[src/fdmc_defines.vh]
// Constants for the flash driver mode controller
`ifndef FDMC_DEFINES_VH
`define FDMC_DEFINES_VH
// Register offsets
`define FDMC_ADDR_TORCH     8'hA0
`define FDMC_ADDR_FLASH     8'hB0
`define FDMC_ADDR_CONFIG1   8'hC0
`define FDMC_ADDR_DURATION  8'hC1
`define FDMC_ADDR_PINCFG    8'hC2
`define FDMC_ADDR_FLAGS     8'hC3
`define FDMC_ADDR_STATUS    8'hC4
// Reset values
`define FDMC_RST_BYTE       8'h00
// Brightness register fields
`define FDMC_SRC_LO         0
`define FDMC_SRC_HI         1
`define FDMC_VM_BIT         2
`define FDMC_CODE_LO        3
`define FDMC_CODE_HI        5
// Configuration register 1 fields
`define FDMC_LLDIS_BIT      0
`define FDMC_OV_BIT         1
`define FDMC_TSD_BIT        2
// Duration register current limit field
`define FDMC_CL_LO          5
`define FDMC_CL_HI          6
// Pin configuration fields
`define FDMC_P1_LO          0
`define FDMC_P1_HI          1
`define FDMC_P2_LO          2
`define FDMC_P2_HI          3
`define FDMC_NTC_BIT        4
`define FDMC_GPO1_BIT       5
`define FDMC_GPO2_BIT       6
// Pin function codes
`define FDMC_PF_A           2'h0
`define FDMC_PF_B           2'h1
`define FDMC_PF_GPIO        2'h2
// Ramp step time, clock period and current code constants
`define FDMC_STEP_NS        16000
`define FDMC_CLK_NS         10
`define FDMC_CODE_W         3
`define FDMC_ZERO_CODE      3'h0
`endif

[src/fdmc_sync.v]
// Two flip-flop synchroniser for a bus of asynchronous levels
`timescale 1ns/10ps
module fdmc_sync #(
  parameter W = 1
) (
  input  wire         clk,
  input  wire         rst_b,
  input  wire         clkEn,
  input  wire [W-1:0] asyncIn,
  output wire [W-1:0] syncOut
);
  reg [W-1:0] meta_q;   // First stage, read only by second
  reg [W-1:0] sync_q;   // Second stage
  // Shift through two stages
  always @(posedge clk or negedge rst_b) begin
    if (!rst_b) begin
      meta_q <= {W{1'b0}};
      sync_q <= {W{1'b0}};
    end else if (clkEn) begin
      meta_q <= asyncIn;
      sync_q <= meta_q;
    end
  end
  assign syncOut = sync_q;
endmodule

[src/fdmc_top.v]
// Mode and sequencing controller of the LED flash driver
//
// What this block does
// - Turn on from brightness bits or pins
// - Bits 1:0 sources, bit 2 voltage mode
// - Strobe high forces flash mode
// - Voltage enable pin forces voltage mode
// - Sources off until precharge threshold
// - Ramp current codes, 16 us each
// - Choose boost or pass on headroom
// - Pass mode holds high switch on
// - LED switching keeps 300 mV headroom
// - Pass to switching latches until sequencer returns to off
// - Voltage mode regulates 4.5 or 5 V
// - Light load uses pulsed switching
// - Config bit zero disables light load
// - Light load forced off in LED mode
// - Disabled light load means fixed frequency
// - Pin two: voltage enable, interrupt, GPIO
// - Pin one: interrupt, torch enable, GPIO
// - Shutdown pin low stops whole device
// - Indicator pin: driver or thermal input
// - Thermal trip drops flash to torch/off
// - Five readable fault flags
// - Config bit one selects 5 V level
// - Duration bits 6:5 pick current limit
// - Overvoltage stops switching, not pass mode, until recovery
`timescale 1ns/10ps
`include "fdmc_defines.vh"
module fdmc_top #(
  parameter STEP_NS = `FDMC_STEP_NS
) (
  input  wire       clk,
  input  wire       rst_b,
  input  wire       clkEn,
  input  wire       hardware_shutdown_n,
  input  wire       strobePin,
  input  wire       pinOneIn,
  output reg        pinOneOut,
  output reg        pinOneOe,
  input  wire       pinTwoIn,
  output reg        pinTwoOut,
  output reg        pinTwoOe,
  input  wire       outAboveEnable,
  input  wire       outNearInput,
  input  wire       headroomLow,
  input  wire       thermalTrip,
  input  wire       overVoltTrip,
  input  wire       overVoltRecovered,
  input  wire       currentLimitHit,
  input  wire [4:0] faultEvents,
  input  wire       regWrite,
  input  wire       regRead,
  input  wire [7:0] regAddr,
  input  wire [7:0] regWdata,
  output reg  [7:0] regRdata,
  output reg        srcEnA,
  output reg        srcEnB,
  output reg        indicatorEn,
  output reg  [2:0] ledCode,
  output reg        precharge,
  output reg        passMode,
  output reg        switchEn,
  output reg        voltMode,
  output reg        outputLevel5v,
  output reg        lightLoadEn,
  output reg  [1:0] currentLimitSel
);
  // Ramp step length in clock cycles, rounded up
  localparam integer STEP_CYC = (STEP_NS + `FDMC_CLK_NS - 1) / `FDMC_CLK_NS;
  localparam [1:0] ST_OFF  = 2'h0;  // Device off
  localparam [1:0] ST_PRE  = 2'h1;  // Precharging output
  localparam [1:0] ST_RAMP = 2'h2;  // Stepping current up
  localparam [1:0] ST_RUN  = 2'h3;  // At target

  // Synchronised pins and comparators
  wire [10:0] syncBus;
  wire        shutN;          // Shutdown pin, synchronised
  wire        strobe;         // Strobe pin
  wire        pinOne;         // Multi-function pin one
  wire        pinTwo;         // Multi-function pin two
  wire        cmpAbove;       // Output above enable threshold
  wire        cmpNear;        // Output near input
  wire        cmpHrLow;       // Headroom below minimum
  wire        cmpTherm;       // Thermal pin below trip
  wire        cmpOv;          // Overvoltage tripped
  wire        cmpOvRec;       // Output below recovery level
  wire        cmpIlim;        // Switch current limit reached

  fdmc_sync #(
    .W (11)
  ) uSync (
    .clk     (clk),
    .rst_b   (rst_b),
    .clkEn   (clkEn),
    .asyncIn ({hardware_shutdown_n, strobePin, pinOneIn, pinTwoIn,
               outAboveEnable, outNearInput, headroomLow, thermalTrip,
               overVoltTrip, overVoltRecovered, currentLimitHit}),
    .syncOut (syncBus)
  );
  assign {shutN, strobe, pinOne, pinTwo, cmpAbove, cmpNear, cmpHrLow,
          cmpTherm, cmpOv, cmpOvRec, cmpIlim} = syncBus;

  // Software registers
  reg [7:0]  torch_q;         // Torch brightness control
  reg [7:0]  flash_q;         // Flash brightness control
  reg [7:0]  config1_q;       // Configuration register 1
  reg [7:0]  duration_q;      // Flash duration register
  reg [7:0]  pinCfg_q;        // Pin function configuration
  reg [4:0]  flags_q;         // Sticky fault flags
  // Sequencer state
  reg [1:0]  state_q;
  reg [1:0]  state_d;
  reg [15:0] stepCnt_q;       // Cycles within a ramp step
  reg [2:0]  code_q;          // Current code being driven
  reg        boostLatch_q;    // Switching decision latched
  reg        decided_q;       // Pass or boost decided
  reg        ovHold_q;        // Overvoltage hold-off
  reg        ilimHold_q;      // Current limit in this cycle

  // Pin function decode
  wire [1:0] p1Fn = pinCfg_q[`FDMC_P1_HI:`FDMC_P1_LO];
  wire [1:0] p2Fn = pinCfg_q[`FDMC_P2_HI:`FDMC_P2_LO];
  wire       ntcMode = pinCfg_q[`FDMC_NTC_BIT];
  wire       txOne    = (p1Fn == `FDMC_PF_A) && pinOne;
  wire       hwTorch  = (p1Fn == `FDMC_PF_B) && pinOne;
  wire       voltage_mode_enable_pin     = (p2Fn == `FDMC_PF_A) && pinTwo;
  wire       txTwo    = (p2Fn == `FDMC_PF_B) && pinTwo;
  // thermal trip only in sense mode
  wire       ntcTrip  = ntcMode && cmpTherm;
  wire       ntcOff   = ntcTrip && config1_q[`FDMC_TSD_BIT];

  wire [1:0] torchSrc = torch_q[`FDMC_SRC_HI:`FDMC_SRC_LO];
  wire [1:0] flashSrc = flash_q[`FDMC_SRC_HI:`FDMC_SRC_LO];
  wire       flashReq = (|flashSrc) || strobe;       // strobe
  wire       torchReq = (|torchSrc) || hwTorch;
  wire       vmReq    = torch_q[`FDMC_VM_BIT] || flash_q[`FDMC_VM_BIT]
                        || voltage_mode_enable_pin;
  // any source turns the device on unless the thermal trip shuts it off
  wire       anyOn    = (flashReq || torchReq || vmReq) && !ntcOff;
  // Flash falls back to torch on interrupts or thermal trip
  wire       useFlash = flashReq && !txOne && !txTwo && !ntcTrip;
  wire [2:0] target   = useFlash ?
                        flash_q[`FDMC_CODE_HI:`FDMC_CODE_LO] :
                        torch_q[`FDMC_CODE_HI:`FDMC_CODE_LO];
  wire [1:0] srcSel   = useFlash ? flashSrc :
                        ((|torchSrc) ? torchSrc : 2'h3);
  wire       ledOn    = (flashReq || torchReq) && !ntcOff;

  // Step timer done
  wire       stepDone = (stepCnt_q == STEP_CYC[15:0] - 16'h0001);

  // Sequencer next state
  always @* begin
    state_d = state_q;
    case (state_q)
      ST_OFF: begin
        if (anyOn) begin
          state_d = ST_PRE;
        end
      end
      ST_PRE: begin
        if (!anyOn) begin
          state_d = ST_OFF;
        end else if (cmpAbove) begin
          state_d = ST_RAMP;
        end
      end
      ST_RAMP: begin
        if (!anyOn) begin
          state_d = ST_OFF;
        end else if (code_q >= target) begin
          state_d = ST_RUN;
        end
      end
      ST_RUN: begin
        if (!anyOn) begin
          state_d = ST_OFF;
        end else if (code_q < target) begin
          state_d = ST_RAMP;
        end
      end
      default: begin
        state_d = ST_OFF;
      end
    endcase
  end

  // Sequencer registers and conversion mode
  always @(posedge clk or negedge rst_b) begin
    if (!rst_b) begin
      state_q      <= ST_OFF;
      stepCnt_q    <= 16'h0000;
      code_q       <= `FDMC_ZERO_CODE;
      boostLatch_q <= 1'b0;
      decided_q    <= 1'b0;
      ovHold_q     <= 1'b0;
      ilimHold_q   <= 1'b0;
    end else if (clkEn) begin
      if (!shutN) begin
        state_q      <= ST_OFF;
        stepCnt_q    <= 16'h0000;
        code_q       <= `FDMC_ZERO_CODE;
        boostLatch_q <= 1'b0;
        decided_q    <= 1'b0;
        ovHold_q     <= 1'b0;
        ilimHold_q   <= 1'b0;
      end else begin
        state_q <= state_d;
        // Step timer runs only while ramping
        if (state_q == ST_RAMP && !stepDone) begin
          stepCnt_q <= stepCnt_q + 16'h0001;
        end else begin
          stepCnt_q <= 16'h0000;
        end
        // Code stepping; lower target applies at once
        if (state_q == ST_OFF || state_q == ST_PRE) begin
          code_q <= `FDMC_ZERO_CODE;
        end else if (code_q > target) begin
          code_q <= target;
        end else if (state_q == ST_RAMP && stepDone && code_q < target) begin
          code_q <= code_q + 3'h1;
        end
        if (state_q == ST_OFF) begin
          decided_q    <= 1'b0;
          boostLatch_q <= 1'b0;
        end else if (!decided_q && cmpNear) begin
          decided_q    <= 1'b1;
          boostLatch_q <= cmpHrLow || vmReq;
        end else if (decided_q && cmpHrLow) begin
          boostLatch_q <= 1'b1;
        end
        if (cmpOv) begin
          ovHold_q <= 1'b1;
        end else if (cmpOvRec) begin
          ovHold_q <= 1'b0;
        end
        // current limit ends switching in cycle
        ilimHold_q <= cmpIlim;
      end
    end
  end

  // Software register writes and flags
  always @(posedge clk or negedge rst_b) begin
    if (!rst_b) begin
      torch_q    <= `FDMC_RST_BYTE;
      flash_q    <= `FDMC_RST_BYTE;
      config1_q  <= `FDMC_RST_BYTE;
      duration_q <= `FDMC_RST_BYTE;
      pinCfg_q   <= `FDMC_RST_BYTE;
      flags_q    <= 5'h00;
    end else if (clkEn) begin
      if (!shutN) begin
        // Shutdown returns registers to defaults
        torch_q    <= `FDMC_RST_BYTE;
        flash_q    <= `FDMC_RST_BYTE;
        config1_q  <= `FDMC_RST_BYTE;
        duration_q <= `FDMC_RST_BYTE;
        pinCfg_q   <= `FDMC_RST_BYTE;
        flags_q    <= 5'h00;
      end else begin
        if (regWrite) begin
          case (regAddr)
            `FDMC_ADDR_TORCH:    torch_q    <= regWdata;
            `FDMC_ADDR_FLASH:    flash_q    <= regWdata;
            `FDMC_ADDR_CONFIG1:  config1_q  <= regWdata;
            `FDMC_ADDR_DURATION: duration_q <= regWdata;
            `FDMC_ADDR_PINCFG:   pinCfg_q   <= regWdata;
            default: begin
            end
          endcase
        end
        if (regRead && regAddr == `FDMC_ADDR_FLAGS) begin
          flags_q <= faultEvents;
        end else begin
          flags_q <= flags_q | faultEvents;
        end
      end
    end
  end

  // Registered outputs
  always @(posedge clk or negedge rst_b) begin
    if (!rst_b) begin
      regRdata        <= 8'h00;
      srcEnA          <= 1'b0;
      srcEnB          <= 1'b0;
      indicatorEn     <= 1'b0;
      ledCode         <= 3'h0;
      precharge       <= 1'b0;
      passMode        <= 1'b0;
      switchEn        <= 1'b0;
      voltMode        <= 1'b0;
      outputLevel5v   <= 1'b0;
      lightLoadEn     <= 1'b0;
      currentLimitSel <= 2'h0;
      pinOneOut       <= 1'b0;
      pinOneOe        <= 1'b0;
      pinTwoOut       <= 1'b0;
      pinTwoOe        <= 1'b0;
    end else if (clkEn) begin
      // Read data mux, unmapped reads zero
      case (regAddr)
        `FDMC_ADDR_TORCH:    regRdata <= torch_q;
        `FDMC_ADDR_FLASH:    regRdata <= flash_q;
        `FDMC_ADDR_CONFIG1:  regRdata <= config1_q;
        `FDMC_ADDR_DURATION: regRdata <= duration_q;
        `FDMC_ADDR_PINCFG:   regRdata <= pinCfg_q;
        `FDMC_ADDR_FLAGS:    regRdata <= {3'h0, flags_q};
        `FDMC_ADDR_STATUS:   regRdata <= {pinTwo, pinOne, boostLatch_q,
                                          decided_q, code_q[1:0], state_q};
        default:             regRdata <= 8'h00;
      endcase
      srcEnA      <= ledOn && state_q[1] && srcSel[0];
      srcEnB      <= ledOn && state_q[1] && srcSel[1];
      indicatorEn <= ledOn && state_q[1] && !ntcMode;
      ledCode     <= code_q;
      precharge   <= (state_q == ST_PRE);
      passMode    <= decided_q && !boostLatch_q && state_q != ST_OFF;
      switchEn    <= decided_q && boostLatch_q && state_q != ST_OFF
                     && !ovHold_q && !cmpOv && !ilimHold_q;
      voltMode      <= vmReq && state_q != ST_OFF;
      outputLevel5v <= config1_q[`FDMC_OV_BIT];
      lightLoadEn <= vmReq && state_q != ST_OFF && !ledOn
                     && !config1_q[`FDMC_LLDIS_BIT];
      currentLimitSel <= duration_q[`FDMC_CL_HI:`FDMC_CL_LO];
      // General purpose outputs when pins are GPIO
      pinOneOut <= pinCfg_q[`FDMC_GPO1_BIT];
      pinOneOe  <= (p1Fn == `FDMC_PF_GPIO) && pinCfg_q[`FDMC_GPO1_BIT];
      pinTwoOut <= pinCfg_q[`FDMC_GPO2_BIT];
      pinTwoOe  <= (p2Fn == `FDMC_PF_GPIO) && pinCfg_q[`FDMC_GPO2_BIT];
    end
  end
endmodule

[config.mk]
export PLATFORM = sky130hd
export DESIGN_NAME = fdmc_top
export DESIGN_NICKNAME = d
export VERILOG_FILES = /design/src/fdmc_sync.v /design/src/fdmc_top.v
export VERILOG_INCLUDE_DIRS = /design/src /design/src/src
export SDC_FILE = /design/constraint.sdc
export NUM_CORES = 1
export LEC_CHECK = 0
export ABC_AREA = 1
export BUFFER_PORTS_ARGS = -buffer_cell sky130_fd_sc_hd__buf_2
export CORE_UTILIZATION = 49
export DETAILED_ROUTE_END_ITERATION = 6
export PLACE_DENSITY = 0.69
export SLEW_MARGIN = 20
export SYNTH_ARGS = -nofsm -noshare
export SYNTH_HDL_FRONTEND = slang
export SYNTH_SLANG_ARGS = --single-unit
[constraint.sdc]
create_clock -name clk -period 4 [get_ports clk]
set_input_delay 0.4 -clock clk [delete_from_list [all_inputs] [get_ports clk]]
set_output_delay 0.4 -clock clk [all_outputs]
set_load 0.005 [all_outputs]
==> results by group <==
Run status
  – Outcome: finished, final reports clean

CTS
  – CTS buffer count: 17
  – Resized Gates After CTS: 0
  – Post-CTS setup buffer count: 0
  – Clk slew on worst S/H paths: 0.05 ns
  – Cts hold-fix bufs: 0
  – Worst skew pair latency: 0.43 ns
  – CTS tree: done
  – Clock sink count: 118
  – H-tree depth: 4
  – Clk root buf: clkbuf_16
  – Longest Clk Path Bufs: 2

Global routing
  – Largest net degree at the start of global routing: 68
  – Global-route wire length before repair: 22530 um
  – GRT Total Usage: around 26%
  – Initial antenna violation count: 0
  – Vias in the first global route: 4702
  – Total congestion overflow: 0

Synthesis
  – Mux cell area share after synthesis: less than 1%
  – Post-synth cell types: 39
  – Yosys warnings: 0
  – Mapped Area: 0.005707 mm2
  – Ys flop type: dfrtp_1
  – Simple-gate portion of the synthesized area: 26.11%
  – Combinational family with the most area after synthesis: simple AND/OR/NAND/NOR gates
  – Area share of xor/xnor cells in the synthesized design: 0.6139%
  – Count of state elements after synthesis: 118
  – Synth Area in Adders: 1.096%
  – Cells after Synth: about 700
  – Syn_nets: 753
  – Post-synth EDFFs: 0
  – Syn_area_per_cell: 8.026 um2
  – Seq/Total Area, Yosys: 51.74%
  – Share of flip-flops with an asynchronous set or reset: 100.0%
  – Synth Area in Compound Gates: 13.00%

Hold path
  – Hold WC Path Type: primary input to async pin

Setup path
  – Critical Path End Type: flop
  – Crit path launch: pinCfg_q[3]
  – R2r startpoint: pinCfg_q[3]
  – RR Endpoint: code_q[0]
  – Worst setup SP type: flop
  – Setup Crit Path Kind: flop to flop
  – CP Data Required Time: 4.31 ns
  – FF-to-FF setup slack: 1.48 ns
  – CP max FO: 6
  – Arr. time, crit path: around 2.8 ns
  – CP endpoint: code_q[0]
  – R2r worst-path depth: 15

Timing
  – Endpoints failing hold: 0
  – Slew margin rel.: 35.22%
  – Setup Viol. Count Final: 0
  – Clock Skew: just under 0.009 ns
  – Fin Setup TNS: 0 ns
  – Max-slew violations: 0
  – Post-route minimum period: between 2 and 3 ns
  – F_max: 396.9 MHz
  – Worst-Margin Slew: 0.9703 ns
  – Tcrit/Tclk final: 62.99%
  – RSZ-0062 raised after global routing: no

Placed design
  – DP Wirelength: ~10000 um
  – Port Buffers: 62
  – Placed inst area: between 0.006 and 0.007 mm2
  – RePlAce Congestion: 0.8821
  – Dpl cells: between 800 and 900

Cells and area
  – Fillers: 999
  – Final nets: 817
  – Layout area overhead: 17.06%
  – Antenna diodes: 0
  – Layout cells sized above 1: 16.43%
  – Fin cells: 928
  – Design area: between 0.006 and 0.007 mm2

Floorplan
  – Core area: 0.01137 mm2
  – Die Y: 109.9 um
  – I/O Pins: 63
  – Die Width: around 110 um
  – Rows: 39
  – Die Area: 0.01208 mm2
  – Initial core utilization: 50.19%

Job
  – Max cap viols: 0

Route
  – Vias per Instance: 5.367
  – Routed len/inst: 15.31 um
  – Vias: 4981
  – DRC Markers: 0
  – TritonRoute pass-1 iters: 5
  – Final WL: 14210 um
  – Final ANT Viol Nets: 0
  – Initial DRC count: 288

Pwr
  – Peak supply drop: between 0.4 and 0.5 mV
  – Cell Pwr Density: 482.6 mW/mm2
  – Pleak: approximately 3.3 nW
==> Yosys cell counts (2+ instances only) <==
cell      instances  area, um2
nand2_1         230      863.3
dfrtp_1         118       2953
inv_1            71      266.5
o21ai_0          51      255.2
nor2_1           42      157.7
nand3_1          41      205.2
o21ai_1          37      185.2
a21oi_1          18      90.09
nor3_1           17      85.08
inv_2            10      37.54
o21ai_2           8      70.07
buf_2             7      35.03
clkbuf_1          7      26.28
o31ai_1           6      45.04
ha_1              5      62.56
nand2_2           4      25.02
nor2_2            4      25.02
buf_4             3      22.52
nand4_1           3      18.77
nor4_1            3      18.77
xor2_1            3      26.28
a211oi_1          2      15.01
buf_6             2      22.52
nor2_4            2      22.52
nor3_2            2      20.02
or2_2             2      12.51
==> report_power, final <==
group          switching [W]  internal (W)  total, W
combinational       0.000255      0.000122  0.000378
sequential         0.0000793       0.00130   0.00138
clock               0.000514      0.000955   0.00147
==> layout make-up <==
| cell class | instances | area (um2) | share of cell area (%) |
|---|---|---|---|
| clock buffer | 26 | 529.3 | 7.923 |
| clock inverter | 3 | 40.04 | 0.5994 |
| inverter | 81 | 304.0 | 4.551 |
| multi-input combinational | 492 | 2340 | 35.03 |
| sequential | 118 | 2953 | 44.20 |
| tap | 143 | 178.9 | 2.678 |
| timing repair buffer | 65 | 335.3 | 5.020 |
==> worst max-delay path: stages (launching register included) <==
cell	delay [ns]
dfrtp_1	0.36
inv_1	0.12
nand3_1	0.10
nand2_1	0.14
nor2_4	0.07
or2_2	0.28
nand2_1	0.07
ha_1	0.25
a21oi_1	0.16
o21ai_0	0.17
a21oi_1	0.28
nand2_1	0.08
nand2_1	0.11
inv_1	0.08
nand2_1	0.07
nand2_1	0.05
==> cell families (layout without fill, tap and decap cells) <==
logic type / after synthesis / count (layout)
buf+inv: 101 / 175
mux: 1 / 1
xor+xnor: 4 / 4
fa+ha+maj: 5 / 5
flops: 118 / 118
simple gates: 353 / 353
compound gates: 129 / 129
==> worst min-delay path by stage <==
stage,startpoint,end,slack [ns]
3_5_place_dp,outputLevel5v,outputLevel5v,0.45
4_1_cts,rst_b,stepCnt_q[12],0.11
5_1_grt,rst_b,stepCnt_q[13],0.15
3_3_place_gp,outputLevel5v,outputLevel5v,0.45
6_report,rst_b,stepCnt_q[2],0.06
2_1_floorplan,rst_b,boostLatch_q,0.10
==> through the flow <==
stage	hold WS (ns)	total power, W	utilization [%]	setup slack [ns]
after floorplan	0.1044	0.001622	-	1.829
after global placement	0.4544	0.001757	53.75	1.638
after detailed placement	0.4543	0.001770	53.75	1.524
after CTS	0.1148	0.003239	58.75	1.513
after global routing	0.1509	0.003362	58.75	1.212
final	0.06167	0.003224	58.75	1.480
==> state kept, by name, summed over array words and instances, names as in the netlist, 3 cells and up <==
signal	flops
torch_q	8
code_q	3
regRdata	8
ledCode	3
uSync.meta_q	11
uSync.syncOut	11
flags_q	5
stepCnt_q	16
flash_q	8
config1_q	8
pinCfg_q	8
duration_q	8
==> layer usage <==
| metal | part of all wire [%] | track usage [%] | up-vias |
|---|---|---|---|
| met2 | 46 | 38.66 | 148 |
| met3 | 5.6 | 7.884 | 30 |
| met5 | 0 | 0 | - |
| met1 | 46 | 33.00 | 2388 |
| li1 | - | - | 2415 |
| met4 | 2.7 | 12.95 | 0 |
==> cell usage in the layout, fill, tap and decap left out, drive strengths merged, types with 3 or more instances in the layout <==
cell    Yosys  routed
nand2     234     234
dfrtp     118     118
o21ai      97      97
inv        81      81
buf        13      65
nor2       48      48
nand3      41      41
clkbuf      7      26
nor3       20      20
a21oi      18      18
o31ai       6       6
ha          5       5
nand4       4       4
nor4        3       3
xor2        3       3
Note: power is estimated with default switching activity, not from simulation.
